--- src/core/sbc_pkg.sv ---
// Purpose: Shared constants, types and decode functions for the SDRAM bank configuration block
// Assumes: 100 MHz system clock, 32-bit classic Wishbone register bus
// Notes: Register addresses are full byte addresses
package sbc_pkg;
    localparam logic [31:0] SBC_BANK0_ADDR = 32'hFFF0_1008;
    localparam logic [31:0] SBC_BANK1_ADDR = 32'hFFF0_100C;
    localparam logic [31:0] SBC_CFG_RESET = 32'h0000_0800;
    // Writable bits; everything else is reserved and reads zero
    localparam logic [31:0] SBC_CFG_WMASK = 32'hFFF8_B8FF;

    localparam int SBC_BASE_HI = 31;
    localparam int SBC_BASE_LO = 19;
    localparam int SBC_BASE_SHIFT = 18;
    localparam int SBC_MRS_BIT = 15;
    localparam int SBC_PRE_BIT = 13;
    localparam int SBC_CL_HI = 12;
    localparam int SBC_CL_LO = 11;
    localparam int SBC_NB_BIT = 7;
    localparam int SBC_BW_HI = 6;
    localparam int SBC_BW_LO = 5;
    localparam int SBC_COL_HI = 4;
    localparam int SBC_COL_LO = 3;
    localparam int SBC_SIZE_HI = 2;
    localparam int SBC_SIZE_LO = 0;

    localparam logic [1:0] SBC_BW_OFF = 2'h0;
    localparam logic [1:0] SBC_BW_BYTE = 2'h1;
    localparam logic [1:0] SBC_BW_HALF = 2'h2;
    localparam logic [1:0] SBC_CL_RSVD = 2'h3;
    localparam logic [1:0] SBC_COL_RSVD = 2'h3;
    localparam logic [3:0] SBC_COL_BASE = 4'h8;
    localparam logic [2:0] SBC_SIZE_OFF = 3'h0;
    localparam logic [2:0] SBC_SIZE_RSVD = 3'h7;
    // Size code 1 is 2 MB; each step doubles
    localparam logic [5:0] SBC_SIZE_LOG2_BASE = 6'h14;

    localparam int SBC_CLK_NS = 10;
    localparam int SBC_T_MRD_NS = 20;
    localparam int SBC_MRD_CYCLES = (SBC_T_MRD_NS + SBC_CLK_NS - 1) / SBC_CLK_NS;

    // Command pins {ras_n, cas_n, we_n}
    localparam logic [2:0] SBC_CMD_NOP = 3'h7;
    localparam logic [2:0] SBC_CMD_MRS = 3'h0;
    localparam int SBC_MODE_CL_LO = 4;
    localparam int SBC_MODE_W = 12;

    typedef enum logic [1:0] {
        SBC_IDLE = 2'b00,
        SBC_CMD = 2'b01,
        SBC_WAIT = 2'b10
    } sbc_mrs_state_type;

    function automatic logic [1:0] sbc_cl_clocks(input logic [1:0] code);
        sbc_cl_clocks = (code == SBC_CL_RSVD) ? 2'h0 : 2'(code + 2'h1);
    endfunction

    function automatic logic [3:0] sbc_col_bits(input logic [1:0] code);
        sbc_col_bits = (code == SBC_COL_RSVD) ? 4'h0 : 4'(SBC_COL_BASE + {2'h0, code});
    endfunction

    function automatic logic [31:0] sbc_start(input logic [31:0] cfg);
        sbc_start = 32'({cfg[SBC_BASE_HI:SBC_BASE_LO], {SBC_BASE_LO{1'b0}}} >> (SBC_BASE_LO - SBC_BASE_SHIFT));
    endfunction

    function automatic logic sbc_in_range(input logic [31:0] cfg, input logic [31:0] addr);
        logic [2:0] sz;
        logic [32:0] lim;
        sz = cfg[SBC_SIZE_HI:SBC_SIZE_LO];
        lim = {1'b0, sbc_start(cfg)} + (33'h1 << (SBC_SIZE_LOG2_BASE + {3'h0, sz}));
        sbc_in_range = cfg[SBC_BW_HI:SBC_BW_LO] != SBC_BW_OFF && sz != SBC_SIZE_OFF && sz != SBC_SIZE_RSVD
            && addr >= sbc_start(cfg) && {1'b0, addr} < lim;
    endfunction
endpackage

--- src/core/sbc_bank_config.sv ---
// Purpose: Two SDRAM bank configuration registers, address decode and mode register set issue
// Assumes: Classic Wishbone slave, one clock, synchronous active-high reset
// Notes: One shared command issuer; bank 0 wins when both banks request a mode set
////////////////////////////////////////////////////////////////////////////////
//
// Implementation choice: register access over Wishbone.
module sbc_bank_config (
    input wire logic clk,
    input wire logic rst,
    input wire logic [31:0] wb_adr_i,
    input wire logic [31:0] wb_dat_i,
    output logic [31:0] wb_dat_o,
    input wire logic [3:0] wb_sel_i,
    input wire logic wb_we_i,
    input wire logic wb_stb_i,
    input wire logic wb_cyc_i,
    output logic wb_ack_o,
    input wire logic [31:0] mem_addr,
    input wire logic mem_req,
    output logic [1:0] bank_hit,
    output logic [1:0][31:0] bank_start,
    output logic [1:0] precharge_select,
    output logic [1:0][1:0] cas_latency_clocks,
    output logic [1:0] internal_bank_count,
    output logic [1:0][1:0] bank_bus_width,
    output logic [1:0][3:0] column_bits,
    output logic [1:0] mode_load_request,
    output logic [1:0] sdram_cs_n,
    output logic sdram_ras_n,
    output logic sdram_cas_n,
    output logic sdram_we_n,
    output logic [sbc_pkg::SBC_MODE_W-1:0] sdram_mode_addr
);
    logic [1:0][31:0] cfg;
    logic [31:0] byte_mask;
    logic access;
    logic [1:0] reg_write;
    logic [1:0] reg_sel;
    logic [1:0] issuable;
    logic issue_start;
    logic issue_bank;
    logic issue_busy;
    logic issue_done;
    logic issue_done_bank;
    logic [1:0] next_hit;
    logic [1:0] mrs_set;
    logic [1:0] mrs_clear;

    ////////////////////////////////////////////////////////////////////////////
    // Bus decode
    assign access = wb_cyc_i && wb_stb_i && !wb_ack_o;
    assign reg_sel[0] = wb_adr_i == sbc_pkg::SBC_BANK0_ADDR;
    assign reg_sel[1] = wb_adr_i == sbc_pkg::SBC_BANK1_ADDR;
    assign reg_write = (access && wb_we_i) ? reg_sel : 2'h0;
    assign byte_mask = {{8{wb_sel_i[3]}}, {8{wb_sel_i[2]}}, {8{wb_sel_i[1]}}, {8{wb_sel_i[0]}}};

    // One-cycle ack; unmapped addresses still answer, reading zero
    always_ff @(posedge clk) begin
        if (rst) begin
            wb_ack_o <= 1'b0;
        end else begin
            wb_ack_o <= access;
        end
    end

    always_ff @(posedge clk) begin
        if (rst) begin
            wb_dat_o <= 32'h0000_0000;
        end else if (access && !wb_we_i) begin
            wb_dat_o <= reg_sel[0] ? cfg[0] : (reg_sel[1] ? cfg[1] : 32'h0000_0000);
        end
    end

    ////////////////////////////////////////////////////////////////////////////
    // Configuration registers
    // Mode-load bit stays set until its command and recovery wait are done, and clears at once on a bank that is not issuable; a new write of one wins over the clear
    genvar b;
    generate
        for (b = 0; b < 2; b++) begin : g_bank
            always_ff @(posedge clk) begin
                if (rst) begin
                    cfg[b] <= sbc_pkg::SBC_CFG_RESET;
                end else begin
                    if (reg_write[b]) begin
                        // Reserved bits never store
                        cfg[b] <= (cfg[b] & ~(byte_mask & sbc_pkg::SBC_CFG_WMASK))
                            | (wb_dat_i & byte_mask & sbc_pkg::SBC_CFG_WMASK);
                    end
                    // Placed after the write so a write that leaves bit 15 alone cannot keep it pending
                    if (mrs_clear[b] && !mrs_set[b]) begin
                        cfg[b][sbc_pkg::SBC_MRS_BIT] <= 1'b0;
                    end
                end
            end

            assign mrs_set[b] = reg_write[b] && byte_mask[sbc_pkg::SBC_MRS_BIT] && wb_dat_i[sbc_pkg::SBC_MRS_BIT];
            assign mrs_clear[b] = (issue_done && issue_done_bank == 1'(b))
                || (cfg[b][sbc_pkg::SBC_MRS_BIT] && !issuable[b]);

            assign bank_start[b] = sbc_pkg::sbc_start(cfg[b]);
            assign precharge_select[b] = cfg[b][sbc_pkg::SBC_PRE_BIT];
            assign cas_latency_clocks[b] = sbc_pkg::sbc_cl_clocks(cfg[b][sbc_pkg::SBC_CL_HI:sbc_pkg::SBC_CL_LO]);
            assign internal_bank_count[b] = cfg[b][sbc_pkg::SBC_NB_BIT];
            assign bank_bus_width[b] = cfg[b][sbc_pkg::SBC_BW_HI:sbc_pkg::SBC_BW_LO];
            assign column_bits[b] = sbc_pkg::sbc_col_bits(cfg[b][sbc_pkg::SBC_COL_HI:sbc_pkg::SBC_COL_LO]);
            assign mode_load_request[b] = cfg[b][sbc_pkg::SBC_MRS_BIT];
            // Disabled bank or reserved latency gets no command
            assign issuable[b] = bank_bus_width[b] != sbc_pkg::SBC_BW_OFF
                && cas_latency_clocks[b] != 2'h0;
            assign next_hit[b] = mem_req && sbc_pkg::sbc_in_range(cfg[b], mem_addr);
        end
    endgenerate

    ////////////////////////////////////////////////////////////////////////////
    // Address decode; registered so the select is a clean flop output
    always_ff @(posedge clk) begin
        if (rst) begin
            bank_hit <= 2'h0;
        end else begin
            bank_hit <= next_hit[0] ? 2'h1 : next_hit;
        end
    end

    ////////////////////////////////////////////////////////////////////////////
    // Mode register set issue
    assign issue_bank = !(mode_load_request[0] && issuable[0]);
    // The done cycle still shows the pending bit; starting then would send a second command
    assign issue_start = !issue_busy && !issue_done && |(mode_load_request & issuable) && !(|reg_write);

    sbc_mrs_issuer u_issuer (
        .clk(clk),
        .rst(rst),
        .start(issue_start),
        .start_bank(issue_bank),
        .cl_clocks(cas_latency_clocks[issue_bank]),
        .cs_n(sdram_cs_n),
        .ras_n(sdram_ras_n),
        .cas_n(sdram_cas_n),
        .we_n(sdram_we_n),
        .mode_addr(sdram_mode_addr),
        .busy(issue_busy),
        .done(issue_done),
        .done_bank(issue_done_bank)
    );
endmodule // sbc_bank_config

--- src/core/sbc_mrs_issuer.sv ---
// Purpose: Drives one mode register set command and waits out the mode-set recovery time
// Assumes: Caller starts it only while busy is low
// Notes: Command pins come from flip-flops
module sbc_mrs_issuer (
    input wire logic clk,
    input wire logic rst,
    input wire logic start,
    input wire logic start_bank,
    input wire logic [1:0] cl_clocks,
    output logic [1:0] cs_n,
    output logic ras_n,
    output logic cas_n,
    output logic we_n,
    output logic [sbc_pkg::SBC_MODE_W-1:0] mode_addr,
    output logic busy,
    output logic done,
    output logic done_bank
);
    sbc_pkg::sbc_mrs_state_type state;
    logic [3:0] wait_count;

    assign busy = state != sbc_pkg::SBC_IDLE;

    always_ff @(posedge clk) begin
        if (rst) begin
            state <= sbc_pkg::SBC_IDLE;
            wait_count <= 4'h0;
            done <= 1'b0;
        end else begin
            done <= 1'b0;
            unique case (state)
                sbc_pkg::SBC_IDLE: begin
                    if (start) begin
                        state <= sbc_pkg::SBC_CMD;
                    end
                end
                sbc_pkg::SBC_CMD: begin
                    state <= sbc_pkg::SBC_WAIT;
                    wait_count <= 4'(sbc_pkg::SBC_MRD_CYCLES);
                end
                sbc_pkg::SBC_WAIT: begin
                    // Recovery time before the bank may be used again
                    if (wait_count <= 4'h1) begin
                        state <= sbc_pkg::SBC_IDLE;
                        done <= 1'b1;
                    end else begin
                        wait_count <= wait_count - 4'h1;
                    end
                end
                default: state <= sbc_pkg::SBC_IDLE;
            endcase
        end
    end

    always_ff @(posedge clk) begin
        if (rst) begin
            cs_n <= 2'h3;
            {ras_n, cas_n, we_n} <= sbc_pkg::SBC_CMD_NOP;
            mode_addr <= '0;
            done_bank <= 1'b0;
        end else if (state == sbc_pkg::SBC_IDLE && start) begin
            cs_n <= start_bank ? 2'h1 : 2'h2;
            {ras_n, cas_n, we_n} <= sbc_pkg::SBC_CMD_MRS;
            // Burst length 1, sequential, CAS latency in clocks
            mode_addr <= sbc_pkg::SBC_MODE_W'({cl_clocks, {sbc_pkg::SBC_MODE_CL_LO{1'b0}}});
            done_bank <= start_bank;
        end else begin
            cs_n <= 2'h3;
            {ras_n, cas_n, we_n} <= sbc_pkg::SBC_CMD_NOP;
        end
    end
endmodule // sbc_mrs_issuer

--- config.mk ---
export PLATFORM = sky130hd
export DESIGN_NAME = sbc_bank_config
export DESIGN_NICKNAME = d
export VERILOG_FILES = /design/src/core/sbc_pkg.sv /design/src/core/sbc_bank_config.sv /design/src/core/sbc_mrs_issuer.sv
export SDC_FILE = /design/constraint.sdc
export NUM_CORES = 1
export LEC_CHECK = 0
export ABC_AREA = 1
export BUFFER_PORTS_ARGS = -buffer_cell sky130_fd_sc_hd__buf_2
export CORE_MARGIN = 3
export CORE_UTILIZATION = 51
export DETAILED_ROUTE_END_ITERATION = 8
export PLACE_DENSITY = 0.77
export SETUP_SLACK_MARGIN = 0.3
export SLEW_MARGIN = 30
export SYNTH_ARGS = -nofsm -noshare
export SYNTH_HDL_FRONTEND = slang
export SYNTH_SLANG_ARGS = --single-unit
export TNS_END_PERCENT = 100
--- constraint.sdc ---
create_clock -name clk -period 5 [get_ports clk]
set_input_delay 1 -clock clk [delete_from_list [all_inputs] [get_ports clk]]
set_output_delay 1 -clock clk [all_outputs]
set_load 0.01 [all_outputs]
==> summary by stage <==
Final layout
The number of antenna diodes in the final layout is 0. The post-route netlist has 17.84% of its cells at a drive strength greater than 1. Once layout is complete, the utilization of the core stands at 59.14%. The number of nets in the layout is 1423. The area growth from synthesis to layout is 12.62%. Once layout is done, the placed cells without fillers occupy 8240 um2.

Timing
The worst-case headroom to the max-slew limit is 53.60%. The final setup skew is 0.01211 ns. After layout, the worst setup slack is 1.653 ns. The achievable frequency is 298.8 MHz. The final critical path takes up 66.93% of the cycle. Setup violations remaining at the end of the flow were counted as 0.

Setup repair after global routing left no endpoint under its margin. At the pin with the least slew margin, the transition time is 0.6943 ns. The number of pins with negative max-slew slack in the final report came to 0. In the final timing run, aggregate negative setup slack is 0 ns. Counting I/O delays and the setup requirement, the final critical path takes 3.347 ns. The final hold violation count is 0.

Clock tree
The later pin in the worst-skew pair is clocked with a latency of 0.35 ns. For this design, the sink count on the clock tree is 91. Clock tree synthesis selected as its root buffer the cell sky130_fd_sc_hd__clkbuf_16. The TritonCTS clock tree is done.

The number of buffers added by the clock tree synthesis step is 9. Buffers inserted to repair hold after CTS numbered 0. Counting along the longest clock path gives a buffer depth of 2.

The post-cts sizing count is 0. The H-tree generated during clock tree synthesis spans 3 levels. The buffers inserted during post-CTS setup optimization is 0. The clock-pin slew on the worst setup and hold paths is 0.06 ns.

Critical path
The type of the worst setup path is flop to flop. The sort of element at the end of the critical path is a flop. STA classifies the critical path startpoint as a flop. The data required time of the worst path is 5.24 ns.

The internal reg-to-reg setup slack is 1.65 ns. The endpoint arrival time on the critical path is 3.59 ns. The maximum fanout count along the critical path is 6.

Routing
In this run the remaining antenna-violating nets after routing total 0. The number of remaining DRC errors is 0. The total vias in the final route is 7107.

The routed design has 19300 um of wire. In the final routed layout, each cell accounts on average for 13.66 um. The length of the first detailed-routing pass in iterations is 6. After the first detailed-routing iteration, the DRC count stood at 492. In the routed layout, each cell is associated on average with a via count of 5.030.

Yosys
Ranked by total cell area, the synthesized netlist is headed by sky130_fd_sc_hd__dfxtp_1, sky130_fd_sc_hd__ha_1, sky130_fd_sc_hd__nor2_1, sky130_fd_sc_hd__buf_4, sky130_fd_sc_hd__o21ai_0. The synthesized cell area is 7317 um2. The average instance area after synthesis is 6.788 um2. The share of Yosys cell area claimed by the top area cell type is 24.90%.

Counting flops with an async set or reset pin after synthesis yields a share of 0%. Synthesis produced a netlist whose cell count is 1078. The cell with the most instances after synthesis is sky130_fd_sc_hd__nor2_1.

The commonest cells after synthesis are sky130_fd_sc_hd__nor2_1, sky130_fd_sc_hd__inv_1, sky130_fd_sc_hd__nand2_1. The flip-flop cell with the highest count after synthesis is sky130_fd_sc_hd__dfxtp_1. During synthesis, Yosys emitted a total of 0 warnings.

The library cell occupying the most area in the post-synthesis netlist is sky130_fd_sc_hd__dfxtp_1. After synthesis the netlist holds a flip-flop and latch count of 91. The proportion of synthesized chip area in sequential cells is 24.90%.

The synthesized design contains 0 enable-type register cells. The count of unique library cells instantiated by Yosys is 38.

Global route
The first global-routing pass estimated 30740 um of wire. Summed over all layers, the global routing overflow is 0. The initial antenna violation count is 0.

Entering global routing, the biggest net connects 60 pins. The total routing usage reported by global routing is 23.61%. The number of global-route vias before repair is 6351.

Placement
The post-placement cell area is 7935 um2. The number of port buffers is 179. The worst-case setup slack after placement is 1.766 ns.

The final weighted congestion in routability-driven placement is 0.9076. Detailed placement ended at an HPWL of 15300 um.

Die
The die is 125.8 um wide. In this run the core area contains 43 standard-cell rows. The number of top-level pins is 244. The floorplan step defined a die boundary enclosing 15820 um2. The area of the core is 13930 um2. The effective utilization at floorplan is 52.51%. The die is 125.8 um tall.

Hold path
The min-delay analysis places its worst path in the category flop to flop. In this run the most critical hold path is launched from u_issuer.mode_addr[4].

Outcome
The run finished with clean final reports.

Power
The cell leakage power is 0.004221 uW. VDD sags by at most 146.8 uV. The power density over the cells is 197.2 nW/um2.

The fraction of power spent switching nets is 27.16%. Combinational logic is responsible for 13.3% of the overall power. The part of the power in registers is 45.5%. The internal power of the cells totals 1184 uW. The net switching power is 441.4 uW. The clock share of power is 41.2%.

Flow run
The max-cap check violation count is 0.
stage by stage:
step                      instances  total power, uW  hold WS, ns
final                          1413             1625       0.4614
after global routing           1413             1694       0.5060
after CTS                      1412             1626       0.4642
after detailed placement       1396            968.2       0.4538
after global placement         1396            961.9       0.4502
after floorplan                1148            914.7       0.4466
cell usage in the layout (no fill, tap or decap), types with 2 or more instances in the layout:
master                         n
sky130_fd_sc_hd__inv_2         4
sky130_fd_sc_hd__a31o_2        3
sky130_fd_sc_hd__nor2_2        2
sky130_fd_sc_hd__a21oi_1      54
sky130_fd_sc_hd__nor3b_1       2
sky130_fd_sc_hd__nand2_2       2
sky130_fd_sc_hd__clkinvlp_4    2
sky130_fd_sc_hd__o21ai_1       2
sky130_fd_sc_hd__fa_1          2
sky130_fd_sc_hd__clkbuf_8      2
sky130_fd_sc_hd__conb_1       72
sky130_fd_sc_hd__nor2_4       10
sky130_fd_sc_hd__clkinv_4      2
sky130_fd_sc_hd__dfxtp_1      91
sky130_fd_sc_hd__nand3b_1      2
sky130_fd_sc_hd__nand4_1      10
sky130_fd_sc_hd__xor2_1       12
sky130_fd_sc_hd__ha_1         87
sky130_fd_sc_hd__nand2_1     124
sky130_fd_sc_hd__nand3_4       2
sky130_fd_sc_hd__nor3_1       26
sky130_fd_sc_hd__nor2_1      220
sky130_fd_sc_hd__clkbuf_16     9
sky130_fd_sc_hd__inv_1       130
sky130_fd_sc_hd__buf_2       179
sky130_fd_sc_hd__o211ai_1      6
sky130_fd_sc_hd__o31a_1        2
sky130_fd_sc_hd__xnor2_1      12
sky130_fd_sc_hd__nand3_1      42
sky130_fd_sc_hd__o21ai_0     109
logic make-up (layout without fill, tap and decap cells):
| family | count (synthesis) | count (layout) | share of synthesized area (%) |
|---|---|---|---|
| AO/OA/AOI/OAI | 183 | 183 | 13.25 |
| XOR/XNOR | 24 | 24 | 2.873 |
| buffers and inverters | 246 | 331 | 17.54 |
| AND/OR/NAND/NOR | 443 | 443 | 25.91 |
| other | 2 | 72 | 0.1026 |
| flip-flops | 91 | 91 | 24.90 |
| adder cells (fa/ha/maj) | 89 | 89 | 15.42 |
final timing paths:
| kind | cells after the start | end |
|---|---|---|
| hold / removal | 2 | u_issuer.mode_addr[4] |
| setup / recovery | 16 | bank_hit[1] |
| setup reg to reg | 16 | bank_hit[1] |
| hold reg to reg | 2 | u_issuer.mode_addr[4] |
cell type report:
class | count | area, um2
Clock buffer | 11 | 252.7
Clock inverter | 5 | 37.54
Fill cell | 1345 | 5694
Inverter | 134 | 503.0
Multi-Input combinational cell | 811 | 4482
Sequential cell | 91 | 1822
Tap cell | 180 | 225.2
Timing Repair Buffer | 181 | 918.4
power by group through the flow:
stage / logic [uW] / registers, uW / clock network [uW]
2_1_floorplan: 154 / 761 / 0
3_3_place_gp: 206 / 756 / 0
3_5_place_dp: 212 / 756 / 0
4_1_cts: 213 / 740 / 673
5_1_grt: 248 / 741 / 706
6_report: 216 / 740 / 669
routing by layer:
| layer | global-route usage [%] | up-vias | part of all wire, % |
|---|---|---|---|
| li1 | - | 3629 | - |
| met4 | 7.760 | 0 | 2.8 |
| met2 | 38.77 | 244 | 47 |
| met1 | 31.70 | 3190 | 44 |
| met3 | 3.986 | 44 | 6.6 |
| met5 | 0 | - | 0 |
worst max-delay path, stage by stage, from the launching register on:
cell	delay, ns
sky130_fd_sc_hd__dfxtp_1	0.46
sky130_fd_sc_hd__inv_1	0.16
sky130_fd_sc_hd__nor3_1	0.18
sky130_fd_sc_hd__ha_1	0.32
sky130_fd_sc_hd__a21oi_1	0.20
sky130_fd_sc_hd__nand2_1	0.12
sky130_fd_sc_hd__a21oi_1	0.32
sky130_fd_sc_hd__o21ai_0	0.19
sky130_fd_sc_hd__xnor2_1	0.16
sky130_fd_sc_hd__ha_1	0.31
sky130_fd_sc_hd__nand2_1	0.07
sky130_fd_sc_hd__nor3_1	0.34
sky130_fd_sc_hd__nand2_1	0.08
sky130_fd_sc_hd__o21ai_0	0.15
sky130_fd_sc_hd__nor2_1	0.07
sky130_fd_sc_hd__nand3_1	0.08
sky130_fd_sc_hd__nor2_1	0.04
Note: power is estimated with default switching activity, not from simulation.
